### src/sssr_pkg.sv
// constants for the soft-start and restart sequencer
package sssr_pkg;
  localparam int CNT_W = 18;
  localparam logic [17:0] POWERUP_CYCLES = 18'h00400;
  localparam logic [17:0] RESTART_CYCLES = 18'h20000;
  localparam logic [2:0] OC_PULSES = 3'h7;
  localparam logic [2:0] OC_CNT_RST = 3'h0;
  localparam logic [17:0] CNT_RST = 18'h00000;
  typedef enum logic [1:0] {
    SSSR_OFF  = 2'b00,
    SSSR_HOLD = 2'b01,
    SSSR_WAIT = 2'b10,
    SSSR_RUN  = 2'b11
  } sssr_state_t;
endpackage

### src/sssr_core.sv
// hold-off, soft-start discharge and auto-restart sequencer
`timescale 1ns/10ps
// Function
// - hold-off pulls feedback node up
// - switches off while pull-up active
// - power-up hold-off lasts 1024 fmax cycles
// - faults and restart hold 131072 cycles
// - expiry releases pull-up, starts switching
// - hold-off counter advances on fmax clock
// - at limit, wait feedback below 2.0V
// - frequency follows feedback current
// - remote-off requests give 131072-cycle restart
// - supply restore gives only 1024 cycles
// - seven 0.5V pulses or one 0.9V
module sssr_core (
  input wire logic sys_clk,
  input wire logic reset,
  input wire logic fmax_tick,
  input wire logic supply_ok,
  input wire logic line_voltage_ok,
  input wire logic cs_pulse_low,
  input wire logic cs_pulse_high,
  input wire logic fb_current_limit,
  input wire logic fb_above_2v0,
  input wire logic osc_cycle,
  input wire logic autorestart_req,
  output logic fb_pullup_en,
  output logic switch_enable,
  output logic start_at_fmax,
  output logic holdoff_active
);
  logic [5:0] raw_in;
  logic [5:0] syn;
  logic sup_s;
  logic line_s;
  logic lo_s;
  logic hi_s;
  logic lim_s;
  logic lo_d_r;
  logic hi_d_r;
  logic lo_edge;
  logic hi_edge;
  logic [2:0] oc_cnt_r;
  logic oc_trip;
  logic fault;
  sssr_pkg::sssr_state_t state_r;
  logic [17:0] cnt_r;
  logic [17:0] target_r;
  logic expire;
  logic fb_hi_r;

  // pins are asynchronous to sys_clk
  assign raw_in = {fb_above_2v0, fb_current_limit, cs_pulse_high,
                   cs_pulse_low, line_voltage_ok, supply_ok};

  sssr_sync #(.W(6)) sssr_sync_i (
    .sys_clk(sys_clk),
    .reset(reset),
    .async_in(raw_in),
    .sync_out(syn)
  );

  assign sup_s = syn[0];
  assign line_s = syn[1];
  assign lo_s = syn[2];
  assign hi_s = syn[3];
  assign lim_s = syn[4];
  assign lo_edge = lo_s & ~lo_d_r;
  assign hi_edge = hi_s & ~hi_d_r;

  always_ff @(posedge sys_clk) begin
    if (reset) begin
      lo_d_r <= 1'b0;
      hi_d_r <= 1'b0;
      fb_hi_r <= 1'b0;
    end else begin
      lo_d_r <= lo_s;
      hi_d_r <= hi_s;
      fb_hi_r <= syn[5];
    end
  end

  // consecutive pulse count
  // a switching cycle without a low pulse breaks the run
  always_ff @(posedge sys_clk) begin
    if (reset || state_r != sssr_pkg::SSSR_RUN) begin
      oc_cnt_r <= sssr_pkg::OC_CNT_RST;
    end else if (lo_edge) begin
      if (oc_cnt_r != sssr_pkg::OC_PULSES) begin
        oc_cnt_r <= oc_cnt_r + 3'h1;
      end
    end else if (osc_cycle && !lo_s) begin
      oc_cnt_r <= sssr_pkg::OC_CNT_RST;
    end
  end

  // trip on run of seven or one big pulse
  assign oc_trip = (lo_edge && oc_cnt_r == sssr_pkg::OC_PULSES - 3'h1)
                   || hi_edge;

  // fault by line pin low, pulse trip, sense high or restart request, only while supply ok
  assign fault = sup_s && (!line_s || oc_trip || hi_s || autorestart_req);

  // hold-off counts only on fmax ticks
  assign expire = fmax_tick && (cnt_r == target_r - 18'h00001);

  always_ff @(posedge sys_clk) begin
    if (reset) begin
      state_r <= sssr_pkg::SSSR_OFF;
      cnt_r <= sssr_pkg::CNT_RST;
      target_r <= sssr_pkg::POWERUP_CYCLES;
    end else if (!sup_s) begin
      state_r <= sssr_pkg::SSSR_OFF;
      cnt_r <= sssr_pkg::CNT_RST;
    end else begin
      case (state_r)
        sssr_pkg::SSSR_OFF: begin
          state_r <= sssr_pkg::SSSR_HOLD;
          cnt_r <= sssr_pkg::CNT_RST;
          target_r <= sssr_pkg::POWERUP_CYCLES;
        end
        sssr_pkg::SSSR_HOLD: begin
          if (fault) begin
            cnt_r <= sssr_pkg::CNT_RST;
            target_r <= sssr_pkg::RESTART_CYCLES;
          end else if (expire) begin
            state_r <= sssr_pkg::SSSR_WAIT;
            cnt_r <= sssr_pkg::CNT_RST;
          end else if (fmax_tick) begin
            cnt_r <= cnt_r + 18'h00001;
          end
        end
        sssr_pkg::SSSR_WAIT: begin
          if (fault) begin
            state_r <= sssr_pkg::SSSR_HOLD;
            cnt_r <= sssr_pkg::CNT_RST;
            target_r <= sssr_pkg::RESTART_CYCLES;
          end else if (!(lim_s && fb_hi_r)) begin
            // limited start waits for node below 2.0V
            state_r <= sssr_pkg::SSSR_RUN;
          end
        end
        sssr_pkg::SSSR_RUN: begin
          if (fault) begin
            // long hold-off on trip or restart
            state_r <= sssr_pkg::SSSR_HOLD;
            cnt_r <= sssr_pkg::CNT_RST;
            target_r <= sssr_pkg::RESTART_CYCLES;
          end
        end
        default: begin
          state_r <= sssr_pkg::SSSR_OFF;
        end
      endcase
    end
  end

  assign fb_pullup_en = (state_r == sssr_pkg::SSSR_HOLD) ||
                        (state_r == sssr_pkg::SSSR_OFF);
  // switches off whenever the pull-up is on
  assign switch_enable = (state_r == sssr_pkg::SSSR_RUN);
  // analog oscillator starts at fmax and follows current
  assign start_at_fmax = (state_r == sssr_pkg::SSSR_WAIT);
  assign holdoff_active = fb_pullup_en;

  property p_excl;
    @(posedge sys_clk) disable iff (reset) !(switch_enable && fb_pullup_en);
  endproperty
  a_excl: assert property (p_excl) else $error("switch during pull-up");

  // check fault in run goes to hold-off
  property p_fault;
    @(posedge sys_clk) disable iff (reset)
      (state_r == sssr_pkg::SSSR_RUN && fault && sup_s)
        |=> fb_pullup_en && cnt_r == sssr_pkg::CNT_RST;
  endproperty
  a_fault: assert property (p_fault) else $error("fault not honoured");

  property p_long;
    @(posedge sys_clk) disable iff (reset)
      (state_r == sssr_pkg::SSSR_HOLD && fault && sup_s)
        |=> target_r == sssr_pkg::RESTART_CYCLES;
  endproperty
  a_long: assert property (p_long) else $error("wrong long count");

  property p_short;
    @(posedge sys_clk) disable iff (reset)
      (state_r == sssr_pkg::SSSR_OFF && sup_s)
        |=> target_r == sssr_pkg::POWERUP_CYCLES;
  endproperty
  a_short: assert property (p_short) else $error("wrong power-up count");

  // check release only at full count
  property p_rel;
    @(posedge sys_clk) disable iff (reset)
      ($past(state_r) == sssr_pkg::SSSR_HOLD &&
       state_r == sssr_pkg::SSSR_WAIT)
        |-> $past(cnt_r) == $past(target_r) - 18'h00001;
  endproperty
  a_rel: assert property (p_rel) else $error("early release");

  // check counter moves only on ticks
  property p_tick;
    @(posedge sys_clk) disable iff (reset)
      (state_r == sssr_pkg::SSSR_HOLD && !fmax_tick && !fault &&
       sup_s)
        |=> $stable(cnt_r);
  endproperty
  a_tick: assert property (p_tick) else $error("count without tick");

  property p_sup;
    @(posedge sys_clk) disable iff (reset) !sup_s |=> fb_pullup_en;
  endproperty
  a_sup: assert property (p_sup) else $error("no pull-up unpowered");

  // check wait holds while limited and high
  property p_wait;
    @(posedge sys_clk) disable iff (reset)
      (state_r == sssr_pkg::SSSR_WAIT && lim_s && fb_hi_r && !fault &&
       sup_s)
        |=> !switch_enable;
  endproperty
  a_wait: assert property (p_wait) else $error("start above 2V");
endmodule

### src/sssr_sync.sv
// three-stage synchroniser for asynchronous comparator levels
`timescale 1ns/10ps
module sssr_sync #(
  parameter int W = 1
) (
  input wire logic sys_clk,
  input wire logic reset,
  input wire logic [W-1:0] async_in,
  output logic [W-1:0] sync_out
);
  logic [W-1:0] s1_r;
  logic [W-1:0] s2_r;
  logic [W-1:0] s3_r;

  // first stage feeds only the second
  always_ff @(posedge sys_clk) begin
    if (reset) begin
      s1_r <= '0;
      s2_r <= '0;
      s3_r <= '0;
    end else begin
      s1_r <= async_in;
      s2_r <= s1_r;
      s3_r <= s2_r;
    end
  end

  // a change counts once stages two and three agree
  always_ff @(posedge sys_clk) begin
    if (reset) begin
      sync_out <= '0;
    end else begin
      for (int i = 0; i < W; i++) begin
        if (s2_r[i] == s3_r[i]) begin
          sync_out[i] <= s3_r[i];
        end
      end
    end
  end
endmodule

### config.mk
export PLATFORM = sky130hd
export DESIGN_NAME = sssr_core
export DESIGN_NICKNAME = d
export VERILOG_FILES = /design/src/sssr_pkg.sv /design/src/sssr_core.sv /design/src/sssr_sync.sv
export SDC_FILE = /design/constraint.sdc
export NUM_CORES = 1
export LEC_CHECK = 0
export BUFFER_PORTS_ARGS = -buffer_cell sky130_fd_sc_hd__buf_2
export CORE_ASPECT_RATIO = 1.5
export CORE_MARGIN = 2
export CORE_UTILIZATION = 63
export DETAILED_ROUTE_END_ITERATION = 8
export PLACE_DENSITY = 0.82
export RECOVER_POWER = 25
export SYNTH_ARGS = -nofsm -noshare
export SYNTH_HDL_FRONTEND = slang
export SYNTH_SLANG_ARGS = --single-unit
### constraint.sdc
create_clock -name sys_clk -period 5.3 [get_ports sys_clk]
set_input_delay 0.53 -clock sys_clk [delete_from_list [all_inputs] [get_ports sys_clk]]
set_output_delay 0.53 -clock sys_clk [all_outputs]
set_load 0.02 [all_outputs]
Word level (Yosys, flattened, before mapping)
Index checks and enable logic that the tools add are counted.
W data, S select, Z words.
- bits in registers: 68
- input bits: 11
- logic and storage cells: 83
- add/sub/neg operators: 3
- equal/unequal tests: 21
- mux-type cells: 16
- bitwise operators: 5
- reductions and logical operators: 22
- operators with widths (cell ; count):
    $mux W18 ; 5
    $pmux W18 S3 ; 1
    $pmux W18 S2 ; 1
    $add A18 B1 Y18 const B ; 1
    $eq A18 B18 Y1 ; 1
    $sub A18 B1 Y18 const B ; 1
    $mux W2 ; 5
    $mux W3 ; 3
    $ne A2 B1 Y1 const B ; 4
    $pmux W2 S4 ; 1
    $eq A1 B1 Y1 ; 6
    $logic_or A1 B1 Y1 ; 6
    $ne A2 B2 Y1 const B ; 3
    $ne A3 B3 Y1 const B ; 2
    $reduce_and A2 Y1 ; 3
    $logic_and A1 B1 Y1 ; 5
    $eq A2 B2 Y1 const B ; 2
    $ne A4 B4 Y1 const B ; 1
    $reduce_and A4 Y1 ; 1
    $reduce_or A2 Y1 ; 2
    $add A3 B1 Y3 const B ; 1
    $eq A3 B3 Y1 const B ; 1
    $not A1 Y1 ; 3
    $reduce_or A3 Y1 ; 1
    other kinds (5) ; 7

Longest topological paths before layout
Gate-level depths: netlist of run 1.
- word-level depth: 10
- depth in mapped cells: 10
- gate-level depth less buffers: 8

Modules after synthesis
From an unflattened synthesis of run 1, not the netlist that was laid out.
- cell total of the unflattened synthesis: 260
- area total of the unflattened synthesis: 2414.8 um^2
- modules (own cells, without submodules) (module ; instances ; cells each ; area an instance (um^2) ; sequential area each (um^2)):
    sssr_core ; 1 ; 198 ; 1694.1 ; 540.5
    sssr_sync ; 1 ; 62 ; 720.7 ; 480.5

Worst setup path after synthesis of run 1
No wires, ideal clock.
- path kind: register to register
- start point: reg cnt_r[0]
- end point: reg cnt_r[14]
- arrival time: 1.940 ns
- path slack: 3.240 ns
- cell stages (with the launch flop): 9
- buffers on the path: 1
- cell sequence: dfxtp_1 ha_1 nand3_2 or3_4 a21o_4 and3_4 buf_6 and3_1 a211o_1
- word-level cells in the longest chain between the ends: 5
- elaborated cells between the ends (all ways): 9
- those cells by class: add/sub: 1; eq/ne: 2; mux: 4; reduce/logical: 2
- RTL lines (item ; RTL line ; source):
    start: declaration ; sssr_core.sv:47 ; logic [17:0] cnt_r;
    start signal: assignment ; sssr_core.sv:110 ; cnt_r <= sssr_pkg::CNT_RST;
    start signal: assignment ; sssr_core.sv:114 ; cnt_r <= sssr_pkg::CNT_RST;
    start signal: assignment ; sssr_core.sv:119 ; cnt_r <= sssr_pkg::CNT_RST;
    $add A18 B1 Y18 / $eq A18 B18 Y1 (equally long branches) ; sssr_core.sv:130, sssr_core.sv:105 ;
    $mux W18 / $logic_and A1 B1 Y1 (equally long branches) ; sssr_core.sv:129, sssr_core.sv:105 ;
    $mux W18 ; sssr_core.sv:126 ; end else if (expire) begin
    $mux W18 ; sssr_core.sv:123 ; if (fault) begin
    $pmux W18 S3 ; sssr_core.sv:116 ; case (state_r)
Several ways; a longest one is shown, not always the timed one. The select of a mux whose other input is x is not followed.
A chain may end at the register's enable or synchronous reset.

Worst setup path after layout of run 1
- start point: reg oc_cnt_r[0]
- end point: reg cnt_r[3]
- word-level cells in the longest chain between the ends: 9
- elaborated cells between the ends (all ways): 12
- those cells by class: eq/ne: 3; mux: 2; reduce/logical: 7
- RTL lines (item ; RTL line ; source):
    start: declaration ; sssr_core.sv:43 ; logic [2:0] oc_cnt_r;
    start signal: assignment ; sssr_core.sv:87 ; oc_cnt_r <= sssr_pkg::OC_CNT_RST;
    start signal: assignment ; sssr_core.sv:90 ; oc_cnt_r <= oc_cnt_r + 3'h1;
    start signal: assignment ; sssr_core.sv:93 ; oc_cnt_r <= sssr_pkg::OC_CNT_RST;
    $eq A3 B3 Y1 (*) ; sssr_core.sv:98 ; assign oc_trip = (lo_edge && oc_cnt_r == sssr_pkg::OC_PULSES - 3'h1)
    $logic_and A1 B1 Y1 (*) ; sssr_core.sv:98 ;
    $logic_or A1 B1 Y1 (*) ; sssr_core.sv:99 ; || hi_edge;
    $logic_or A1 B1 Y1 (*) (3 in a row) ; sssr_core.sv:102 ; assign fault = sup_s && (!line_s || oc_trip || hi_s || autorestart_req);
    $logic_and A1 B1 Y1 (*) ; sssr_core.sv:102 ;
    $mux W18, or another cell as far along ; sssr_core.sv:123 ;
    $pmux W18 S3 / $reduce_and A2 Y1 (equally long branches) ; - ;
    end signal: assignment ; sssr_core.sv:119 ;
    end signal: assignment ; sssr_core.sv:124 ; cnt_r <= sssr_pkg::CNT_RST;
    end signal: assignment ; sssr_core.sv:128 ; cnt_r <= sssr_pkg::CNT_RST;
Mark *: on every way between the ends. The rest lies on a longest branch, timed or not.

==> results.md, run 1 <==
Clock network:
- TritonCTS built the clock tree.
- The clock passes through at most 2 buffers.
- The H-tree was split into 2 levels.
- The CTS buffer count is 5.
- The post-cts hold buffer count is 0.
- The number of sinks handled by clock tree synthesis is 51.
- After clock tree synthesis, the clock-pin slew on the worst setup and hold paths is around 0.090 ns.
- The number of buffers inserted to repair setup after CTS is 0.
- The clock latency reported for the late side of the worst-skew pair is around 0.3 ns.
- Once the clock tree was built, the resizer swapped 0 gates to a different size.
- The clock root buffer master is clkbuf_8.

Worst setup path:
- For this run, the slowest stage of the critical path takes 0.47 ns.
- Traced cell by cell, the critical path runs through inv_1 -> ha_1 -> and4b_1 -> o41a_1 -> nor2_2 -> nand3_1 -> or3_1 -> o21ai_0.
- On the critical path, the stage with the largest delay is an instance of or3_1.
- The largest fanout on the critical path is 12.
- The critical path class is flip-flop to flip-flop.
- At the worst endpoint, the required time is about 5.5 ns.
- The worst path arrival time is between 2 and 3 ns.
- The kind of launch point of the worst setup path is a flip-flop.
- The worst setup path is captured at a flip-flop.

Synth:
- The synthesized netlist net count is roughly 280.
- The number of instances in the synthesized netlist is ~260.
- Yosys mapped the design onto 47 distinct sky130hd cell types.
- The share of the Yosys chip area taken by registers is a little under half.
- The flip-flop and latch count after synthesis is between 50 and 60.
- Each instance of the synthesized netlist takes up on average between 8 and 9 um2.
- In this run, synthesis inferred 0 flip-flops with an integrated enable.
- The post-synthesis cell area is approximately 2300 um2.
- During synthesis, Yosys emitted a total of 0 warnings.
- For this run, asynchronously set or reset flops after synthesis account for 0%.
- The most instantiated flip-flop cell in the synthesis netlist is dfxtp_1.

Die:
- The floorplan step defined a die boundary enclosing just over 4000 um2.
- The die outline height is around 77 um.
- The die boundary width is about 53 um.
- The starting utilization of the core area is roughly two thirds.
- The floorplan step defined a core boundary enclosing 3420 um2.
- Pin placement for this block handled 15 I/O pins.
- The total number of placement rows is 26.

Layout:
- The utilization after layout is between 70% and 80%.
- Cells with a size suffix above 1 make up approximately a tenth of the layout.
- The most common cell after layout, fill and taps aside is dfxtp_1.
- Leaving out filler cells and counting taps, the final layout contains ~310.
- The layout-stage area growth over the synthesis result is 9.25%.
- The area of all placed cells without fillers is 2470 um2.
- The number of diodes is 0.
- The library cells used most frequently in the layout, excluding fill and tap cells, are 51 x dfxtp_1, 23 x nand2_1, 22 x nor2b_1.
- After the last flow step, the layout net total stands at between 200 and 300.

Hold path:
- The class of the tightest hold or removal check is primary input to flip-flop.

Placed design:
- At the end of routability-driven placement, the weighted congestion stood at approximately 0.8.
- The cell count after placement is approximately 300.
- The area after detailed placement is between 2000 and 2500 um2.
- The count of buffers added on input and output ports is 14.
- The post-DP HPWL is just over 3000 um.

Power:
- The power density over the cells is roughly 290 nW/um2.
- The internal portion of the total power is 584 uW.
- The total power after layout is roughly 700 uW.
- Summed over all nets, the switching power comes to between 100 and 150 uW.
- The power share of the clock group is a little over two fifths.
- In this run switching power makes up ~18% of total power.
- For this design the static power due to leakage is ~0.94 nW.
- The part of the total power dissipated in combinational logic is under 10%.
- The power share of the sequential group is between 50 and 60%.
- The worst-case IR drop observed on VDD is 0.000273 V.

Timing:
- The worst path uses 44.4% of the clock period.
- Across the routed clock network, the largest skew measured is ~0.0053 ns.
- The maximum achievable frequency is 0.425 GHz.
- Setup repair after global routing left no endpoint under its margin.
- The max-slew violation total from the final report is 0.
- The transition at the pin with the smallest max-transition slack is roughly 1.1 ns.
- Setup violations remaining at the end of the flow were counted as 0.
- The final number of hold-violating endpoints was 0.
- The final sum of negative setup slack is 0 ns.
- The remaining max-slew budget at the tightest pin is a little over a quarter.
- The post-layout minimum cycle time is roughly 2.4 ns.

Job:
- The max-capacitance violation count is 0.

Drt:
- After the first detailed-routing iteration, the DRC count stood at 48.
- The pre-antenna-repair detailed-routing pass consisted of 5 iterations.
- For this run, design rule violations remaining after detail routing come to 0.
- Summed over all layers, the routed wires come to 4170 um.
- The mean routed wirelength per cell is roughly 13 um.
- The detail-routed via count per cell is just under 6.
- The total number of vias is roughly 1900.
- The count of nets left with antenna violations once routing finished came out at 0.

Global route:
- Across every metal layer, demand over resource in global routing totals about 23%.
- The first global-routing pass estimated roughly 7000 um of wire.
- The total grt overflow is 0.
- The pin count of the biggest net entering global routing is 31.
- The initial antenna violation count is 0.
- The number of global-route vias before repair is between 1500 and 2000.

Status:
- The run finished with clean final reports.
==> metrics by stage <==
| stage | setup slack [ns] | hold slack, ns |
|---|---|---|
| floorplan | 3.24 | 0.414 |
| global placement | 3.07 | 0.416 |
| detailed placement | 2.99 | 0.425 |
| CTS | 2.94 | 0.429 |
| global route | 2.76 | 0.432 |
| finish | 2.94 | 0.435 |
==> routing by layer <==
metal  global-route usage (%)  routed length [um]  share of wire [%]  up-vias
met5                        0                   0                  0        -
met4                     12.3                 115                2.8        0
met3                     3.46                 126                3.0       14
met2                     43.5                2330                 56       44
met1                     21.4                1600                 38      867
li1                         -                   -                  -      929
==> power by group through the flow <==
stage | Clock (mW) | Sequential [mW] | Combinational (mW)
floorplan | 0 | 0.399 | 0.00893
global placement | 0 | 0.399 | 0.0138
detailed placement | 0 | 0.400 | 0.0141
CTS | 0.317 | 0.391 | 0.0143
global route | 0.328 | 0.392 | 0.0157
finish | 0.310 | 0.391 | 0.0139
==> worst max-delay path, delay by kind of cell (launching register included) <==
kind | cells | cell delay [ns]
and+or+nand+nor | 4 | 1.26
adders and majority gates | 1 | 0.18
AOI/OAI and AO/OA | 2 | 0.44
DFF | 1 | 0.36
buffers and inverters | 1 | 0.06
==> registers in the layout (all words and copies together) (netlist names) <==
name and count:
cnt_r 18, sssr_sync_i.s1_r 6, sssr_sync_i.s2_r 6, sssr_sync_i.s3_r 6, sssr_sync_i.sync_out 6, oc_cnt_r 3
state_r 2, target_r 2, fb_hi_r 1, lo_d_r 1
==> cells by family after synthesis <==
kind of cell | count (synthesis) | synth area share [%]
AO/OA/AOI/OAI | 53 | 14.5
XOR/XNOR | 1 | 0.388
adder cells (fa/ha/maj) | 9 | 4.98
multiplexers | 2 | 0.886
buffers and inverters | 16 | 3.32
AND/OR/NAND/NOR | 123 | 30.8
flip-flops | 51 | 45.2
==> cells in the mapped netlist, types with 2 or more instances <==
master	number	share of area (%)
nor2b_1	22	6.1
mux2i_1	2	0.89
a21oi_1	20	4.4
nor3_1	8	1.8
nand2_1	23	3.8
buf_2	3	0.66
ha_1	9	5.0
a22o_1	2	0.78
nor4_1	2	0.55
nor3b_1	2	0.66
nand4_1	4	1.1
clkbuf_1	2	0.33
a21o_1	4	1.3
nand3_1	16	3.5
and3_1	5	1.4
nor2_1	13	2.2
or3_1	7	1.9
nand4b_1	2	0.78
a211o_1	2	0.78
o21ai_0	18	4.0
dfxtp_1	51	45
nand2b_1	3	0.83
nor4bb_1	2	0.89
and2_1	3	0.83
inv_1	8	1.3
==> cell type report <==
type / count / area, um2
Multi-Input combinational cell: 188 / 1160
Sequential cell: 51 / 1020
Fill cell: 274 / 947
Clock buffer: 6 / 72.6
Timing Repair Buffer: 14 / 68.8
Clock inverter: 2 / 60.1
Tap cell: 42 / 52.6
Inverter: 8 / 30.0
==> worst paths after layout <==
kind | start | end | slack (ns) | depth (start not counted)
worst min-delay path | fb_current_limit | sssr_sync_i.s1_r[4] | 0.43 | 2
worst min register to register | sssr_sync_i.s1_r[3] | sssr_sync_i.s2_r[3] | 0.44 | 1
worst max-delay path | oc_cnt_r[0] | cnt_r[3] | 2.94 | 8
worst max register to register | oc_cnt_r[0] | cnt_r[3] | 2.94 | 8
(Power assumes the default switching activity.)
==> run 2, diff against run 1 <==
Settings changed: ABC_AREA set to 1, CORE_UTILIZATION 63 to 60, PLACE_DENSITY 0.82 to 0.79.
Clock period 5.3 ns to 2.4 ns, I/O delays scaled along.
==> run 2 against run 1 <==
Synthesized area is 15% higher. Total power increased by 96%. Final cell count rose by 41%. Critical path type is now flip-flop to output port. Critical endpoint is now fb_pullup_en.
==> results.md, run 2 <==
Timing:
- The number of endpoints failing setup at the final stage is 0 (unchanged).
- Setup repair after global routing missed its margin: no (unchanged).
- The final sum of negative setup slack came to 0 ns (unchanged).
- The largest clock skew in the final design came to 0.0124 ns (was 0.00532 ns).
- The transition at the pin with the smallest max-transition slack came to 0.540 ns (was 1.10 ns).
- The worst-case hold slack was 0.135 ns (was 0.435 ns).
- The remaining max-slew budget at the tightest pin is 64.0% (was 26.8%).
- The final cycle utilization of the critical path is roughly 82%.
- Based on the critical path, the design can be clocked at up to 0.507 GHz.
- The final number of hold-violating endpoints is 0 (unchanged).
- The max-slew violation total from the final report is 0 (unchanged).
- The worst path setup slack after routing is 0.429 ns (was 2.94 ns).
- The smallest clock period supported by the final layout is computed as 1.97 ns.

Synth:
- The number of distinct library cells after synthesis is 30 (was 47).
- The count of synthesis-stage warnings from yosys is 0 (unchanged).
- The synthesized netlist net count is 394 (was 275).
- The count of flip-flops with a built-in enable after synthesis is 0 (unchanged).
- The synthesized area per cell came to 6.92 um2 (was 8.86 um2).
- The top-area cell type share of the netlist area is 39.4% (was 45.2%).
- Top post-synthesis cells by area: dfxtp_1 39%, nand2_1 10%, nor2_1 10% (was dfxtp_1 45%, nor2b_1 6.1%, ha_1 5.0%).
- The fraction of registers with async set or reset after synthesis is 0% (unchanged).
- The most instantiated flip-flop cell in the synthesis netlist was dfxtp_1 (unchanged).
- The most frequently used cell type in the post-synthesis netlist is nand2_1 (was dfxtp_1).
- Most instantiated cells after synthesis: 72 x nand2_1, 69 x nor2_1, 61 x inv_1 (was 51 x dfxtp_1, 23 x nand2_1, 22 x nor2b_1).
- The dominant cell type by area after synthesis is dfxtp_1 (unchanged).
- The flip-flop and latch count after synthesis is 51 (unchanged).
- The part of the Yosys area used for sequential elements came to 39.4% (was 45.2%).
- The number of instances in the synthesized netlist is 374 (was 255).
- The post-synthesis cell area is 2590 um2 (was 2260 um2).

Drt:
- The total number of vias came to 2287 (was 1854).
- The detailed-route DRC error count is 0 (unchanged).
- The detail-routed via count per cell was 5.23 (was 5.96).
- The number of iterations in the first detailed-routing pass is 4 (was 5).
- The mean routed wirelength per cell is 11.8 um (was 13.4 um).
- The total routed wirelength is 5170 um (was 4170 um).
- The count of routing violations after the opening detailed-route iteration is 83 (was 48).
- The count of antenna-violating nets left after detailed routing is 0 (unchanged).

Clock network:
- The clock root buffer master was clkbuf_8 (unchanged).
- The number of sinks handled by clock tree synthesis is 51 (unchanged).
- The clock slew at the register clock pins of the worst setup and hold paths is 0.09 ns (about the same).
- The clock latency reported for the late side of the worst-skew pair is 0.31 ns (was 0.30 ns).
- The CTS tree is yes (unchanged).
- The CTS buffer count was 5 (unchanged).
- The post-CTS resize count is 0 (unchanged).
- The post-cts hold buffer count is 0 (unchanged).
- The buffer depth of the longest clock path is 2 (unchanged).
- The CTS H-tree depth is 2 (unchanged).
- The number of buffers inserted to repair setup after CTS came to 0 (unchanged).

Die:
- The die boundary width came to 57.6 um (was 52.9 um).
- The total number of placement rows came to 29 (was 26).
- The die outline height is 84.4 um (was 77.4 um).
- The starting utilization of the core area is 62.0% (was 66.2%).
- The total die area was 4870 um2 (was 4090 um2).
- The core area is 4170 um2 (was 3420 um2).
- The number of ports placed on the die boundary is 15 (unchanged).

Power:
- The power share of the clock group came to 35.6% (was 43.4%).
- The power share of the sequential group was 61.7% (was 54.7%).
- The reported leakage power was 1.21 nW (was 0.945 nW).
- The internal cell power was 1.08 mW (was 584 uW).
- The power density over the cells is 502 nW/um2 (was 289 nW/um2).
- The switching power as a share of total power is 22.5% (was 18.3%).
- The worst-case vdd ir drop was 0.000606 V (was 0.000273 V).
- The total power after layout is 1.40 mW (was 715 uW).
- The net load switching power is 315 uW (was 131 uW).
- The part of the total power dissipated in combinational logic came to 2.6% (was 1.9%).

Global route:
- The pin count of the biggest net entering global routing is 19 (was 31).
- The initial antenna violation count was 0 (unchanged).
- The overall routing resource usage is 23.8% (was 22.7%).
- The total grt overflow is 0 (unchanged).
- The number of global-route vias before repair is 2230 (was 1708).
- The first-pass GRT wire length is 9160 um (was 6920 um).

Worst setup path:
- The worst path arrival time is 1.73 ns (was 2.59 ns).
- The startpoint of the lowest-slack register-to-register path is cnt_r[1] (was oc_cnt_r[0]).
- The largest fanout on the critical path is 12 (unchanged).
- The kind of launch point of the worst setup path is a flip-flop (unchanged).
- The required time of the critical path came to 2.16 ns (was 5.53 ns).
- The critical path class was flip-flop to output port (was flip-flop to flip-flop).
- The category of the worst setup path capture point is an output port (was flip-flop).
- The startpoint of the worst setup timing path is state_r[1] (was oc_cnt_r[0]).

Job:
- The max-capacitance violation count is 0 (unchanged).

Placed design:
- The final weighted congestion in routability-driven placement is 0.897 (was 0.812).
- The post-DP HPWL is 3950 um (was 3100 um).
- The cell count after placement was 429 (was 303).
- The minimum setup slack after placement is 0.483 ns (was 2.99 ns).
- The count of buffers inserted at the top-level ports is 14 (unchanged).
- The area after detailed placement is 2700 um2 (was 2340 um2).

Layout:
- The number of fillers in the final layout is 383 (was 274).
- The number of standard cells in the final layout excluding fillers came to 437 (was 311).
- The share of final-layout standard cells stronger than drive strength 1 came to 10.7% (was 10.0%).
- The number of diodes is 0 (unchanged).
- Most frequent cells in the layout: 72 x nand2_1, 69 x nor2_1, 61 x inv_1 (was 51 x dfxtp_1, 23 x nand2_1, 22 x nor2b_1).
- The layout-stage area growth over the synthesis result is 7.49% (was 9.25%).
- The utilization after layout is 66.7% (was 72.3%).
- The number of flip-flops under the largest register name is 18 (unchanged).
- The register with the highest flop count is cnt_r (unchanged).
- The number of nets in the layout was 410 (was 288).
- The area of all placed cells without fillers is 2780 um2 (was 2470 um2).
- The area used by multi-input combinational logic was 1270 um2 (was 1160 um2).
- The most common cell after layout, fill and taps aside is nand2_1 (was dfxtp_1).
- The area taken by flip-flops and latches came to 1020 um2 (unchanged).

Status:
- Result of the run: finished, final reports clean (unchanged).

Hold path:
- The class of the tightest hold or removal check was primary input to flip-flop (unchanged).
- The startpoint of the lowest-slack hold path was cs_pulse_high (was fb_current_limit).
-- run 2: area by class of cell --
class	count	share of cell area [%]
clock buffers	6	2.61
clock inverters	2	0.585
inverters	64	8.63
multi-input cells	249	45.7
flip-flops and latches	51	36.7
well taps	46	2.07
repair buffers	19	3.69
-- run 2: cell families (layout without fill, tap and decap cells) --
group                      count (synthesis)  count (layout)  share of synthesized area [%]
DFF                                       51              51                           39.4
and+or+nand+nor                          202             202                           36.1
buffers and inverters                     74              91                           11.4
xor gates and xnor gates                   4               4                           1.35
AOI/OAI and AO/OA                         34              34                           7.39
adders and majority gates                  9               9                           4.35
-- run 2: worst paths after layout --
check	end	slack, ns	depth (start not counted)
max reg2reg	cnt_r[16]	0.47	11
max	fb_pullup_en	0.43	5
min	sssr_sync_i.s1_r[3]	0.13	3
min reg2reg	sssr_sync_i.s2_r[1]	0.41	2
-- run 2: layer usage --
layer,GRT usage [%],share of wire (%),vias to the layer above
met2,42.8,53,58
li1,-,-,1189
met3,3.54,4.3,17
met4,15.4,4.3,0
met5,0,0,-
met1,24.8,39,1023
-- run 2: critical path, cell delays in order (launching register included) --
cell and delay [ns]:
dfxtp_1 0.38, inv_1 0.10, ha_1 0.27, buf_4 0.21
or2_2 0.30, buf_2 0.17
-- run 2: power by group through the flow --
stage	clock (mW)	sequential [mW]	combinational, mW
detailed placement	0	0.882	0.0382
global route	0.547	0.864	0.0430
floorplan	0	0.881	0.0248
finish	0.498	0.862	0.0368
global placement	0	0.882	0.0372
CTS	0.514	0.863	0.0384
==> run 3, diff against run 2 <==
Settings changed: ABC_AREA 1 to 0, CORE_UTILIZATION 60 to 59, PLACE_DENSITY 0.79 to 0.78.
Clock period 2.4 ns to 2 ns, I/O delays scaled along.
==> run 3 against run 2 <==
The flow now finishes with violations (negative setup slack). Clock-buffer cell count shrank 1. Core utilization is 6.2 points higher. Sequential cell count did not move. Register-to-register slack got worse by 0.50 ns. Sequential share of layout area increased by 1.5 points. Global-route usage rose by 0.36 points. Worst setup slack worse by 0.46 ns. Total power increased by 21%. First-iteration DRC count down 45%. Critical path depth up 4. Clock power grew 24%.
==> results.md, run 3 (synthesis gave the netlist of run 1 again) <==
Drt:
- The detailed-route DRC error count came to 0 (unchanged).
- The total routed wirelength is 4750 um (was 5170 um).
- The count of antenna-violating nets left after detailed routing is 0 (unchanged).
- The count of routing violations after the opening detailed-route iteration came to 46 (was 83).
- The number of iterations in the first detailed-routing pass is 4 (unchanged).
- The total number of vias came to 1965 (was 2287).
- The mean routed wirelength per cell is 14.1 um (was 11.8 um).
- The detail-routed via count per cell is 5.85 (was 5.23).

Placed design:
- The area after detailed placement is 2530 um2 (was 2700 um2).
- The cell count after placement is 327 (was 429).
- The minimum setup slack after placement is -0.0352 ns (was 0.483 ns).
- The post-DP HPWL came to 3530 um (was 3950 um).
- The final weighted congestion in routability-driven placement is 0.861 (was 0.897).
- The count of buffers inserted at the top-level ports is 14 (unchanged).

Timing:
- The worst-case hold slack is 0.0940 ns (was 0.135 ns).
- The final number of hold-violating endpoints came to 0 (unchanged).
- The transition at the pin with the smallest max-transition slack came to 1.04 ns (was 0.540 ns).
- The post-layout minimum cycle time is ~2 ns.
- The worst path setup slack after routing came to -0.0274 ns (was 0.429 ns).
- The number of endpoints failing setup at the final stage is 2 (was 0).
- The largest clock skew in the final design was 0.0116 ns (was 0.0124 ns).
- The remaining max-slew budget at the tightest pin is 30.3% (was 64.0%).
- The max-slew violation total from the final report was 0 (unchanged).
- The final sum of negative setup slack is -0.0305 ns (was 0 ns).
- Setup repair after global routing missed its margin: yes (was no).
- The maximum achievable frequency is 0.493 GHz.
- The final cycle utilization of the critical path is 101%.

Worst setup path:
- The category of the worst setup path capture point is a flip-flop (was output port).
- The required time of the critical path is 2.24 ns (was 2.16 ns).
- The buffer and inverter count on the worst path is 2 (was 3).
- The family of cells with the greatest summed delay on the critical path is simple AND/OR/NAND/NOR gates (was buffers and inverters).
- Ordered cell list for the critical path: inv_2 -> ha_2 -> and4b_1 -> o41a_1 -> nor2_2 -> buf_6 -> nand2_2 -> or4_4 -> a21oi_2 (was inv_1 -> ha_1 -> buf_4 -> or2_2 -> buf_2).
- The peak per-stage delay on the critical path is 0.41 ns (was 0.38 ns).
- The kind of launch point of the worst setup path is a flip-flop (unchanged).
- The number of logic stages on the critical path including buffering is 9 (was 5).
- The critical path class is flip-flop to flip-flop (was flip-flop to output port).
- The worst reg-to-reg path cell count was 9 (was 11).
- The largest fanout on the critical path is 5 (was 12).
- The worst path arrival time came to 2.26 ns (was 1.73 ns).
- The library cell contributing the largest single delay on the critical path is or4_4 (was dfxtp_1).

Layout:
- The number of flip-flops under the largest register name is 18 (unchanged).
- The share of final-layout standard cells stronger than drive strength 1 came to 24.2% (was 10.7%).
- The number of fillers in the final layout came to 282 (was 383).
- The most common cell after layout, fill and taps aside is dfxtp_1 (was nand2_1).
- The number of diodes came to 0 (unchanged).
- The utilization after layout came to 72.9% (was 66.7%).
- The area of all placed cells without fillers is 2680 um2 (was 2780 um2).
- The register with the highest flop count is cnt_r (unchanged).
- The layout-stage area growth over the synthesis result is 18.8% (was 7.49%).
- Most frequent cells in the layout: 47 x dfxtp_1, 22 x nand2_1, 22 x nor2b_1 (was 72 x nand2_1, 69 x nor2_1, 61 x inv_1).
- The number of nets in the layout is 312 (was 410).
- The number of standard cells in the final layout excluding fillers is 336 (was 437).

Power:
- The worst-case vdd ir drop is 0.000675 V (was 0.000606 V).
- The power density over the cells is 632 nW/um2 (was 502 nW/um2).
- The reported leakage power is 1.06 nW (was 1.21 nW).
- The total power after layout is 1.70 mW (was 1.40 mW).

Clock network:
- The buffer depth of the longest clock path is 2 (unchanged).
- The number of sinks handled by clock tree synthesis is 51 (unchanged).
- The clock latency reported for the late side of the worst-skew pair is 0.31 ns (about the same).
- The CTS tree is yes (unchanged).
- The clock slew at the register clock pins of the worst setup and hold paths came to 0.10 ns (was 0.09 ns).
- The CTS H-tree depth is 2 (unchanged).
- The clock root buffer master is clkbuf_8 (unchanged).
- The CTS buffer count is 5 (unchanged).

Die:
- The total number of placement rows is 27 (was 29).
- The starting utilization of the core area is 61.4% (was 62.0%).
- The number of ports placed on the die boundary is 15 (unchanged).
- The die outline height was 79.8 um (was 84.4 um).
- The core area is 3680 um2 (was 4170 um2).
- The total die area is 4350 um2 (was 4870 um2).
- The die boundary width is 54.5 um (was 57.6 um).

Hold path:
- The class of the tightest hold or removal check is primary input to flip-flop (unchanged).
- The worst hold path cell count is 2 (was 3).

Global route:
- The initial antenna violation count came to 0 (unchanged).
- The pin count of the biggest net entering global routing is 28 (was 19).
- The overall routing resource usage is 24.2% (was 23.8%).
- The number of global-route vias before repair is 1897 (was 2230).
- The total grt overflow came to 0 (unchanged).
- The first-pass GRT wire length is 7820 um (was 9160 um).

Status:
- The final reports fail on negative setup slack.
- Result of the run: finished with violations (was finished, final reports clean).

Job:
- The max-capacitance violation count is 0 (unchanged).
run 3: layout make-up:
cell class	instances	area [um2]	area share (%)
clock buffer	5	68.8	2.56
clock inverter	3	27.5	1.03
inverter	8	30.0	1.12
multi-input combinational	188	1220	45.6
sequential	51	1030	38.2
tap	43	53.8	2.00
timing repair buffer	38	253	9.42
run 3: repair_timing:
action                                  in CTS  in global routing
hold buffers                                 0                  0
endpoints found under the setup margin       5                 17
pin swaps                                    2                  3
setup buffers                                1                  0
gates resized for setup                      6                 19
gates cloned                                 0                  0
endpoints found under the hold margin        0                  0
run 3: worst paths after layout:
check,startpoint,endpoint,slack (ns)
setup / recovery,oc_cnt_r[0],cnt_r[10],-0.03
hold reg to reg,sssr_sync_i.s1_r[2],sssr_sync_i.s2_r[2],0.45
setup reg to reg,oc_cnt_r[0],cnt_r[10],-0.03
hold / removal,line_voltage_ok,sssr_sync_i.s1_r[1],0.09
run 3: power breakdown:
group	internal, mW	switching [mW]
registers	1.03	0.00592
clock network	0.260	0.360
logic	0.0190	0.0205
total	1.31	0.387
run 3: per-layer routing:
layer | share of wire, % | wire length, um | track usage, %
met1 | 40 | 1910 | 24.0
met2 | 55 | 2630 | 45.3
met3 | 2.4 | 115 | 4.68
met4 | 2.1 | 102 | 11.0
met5 | 0 | 0 | 0
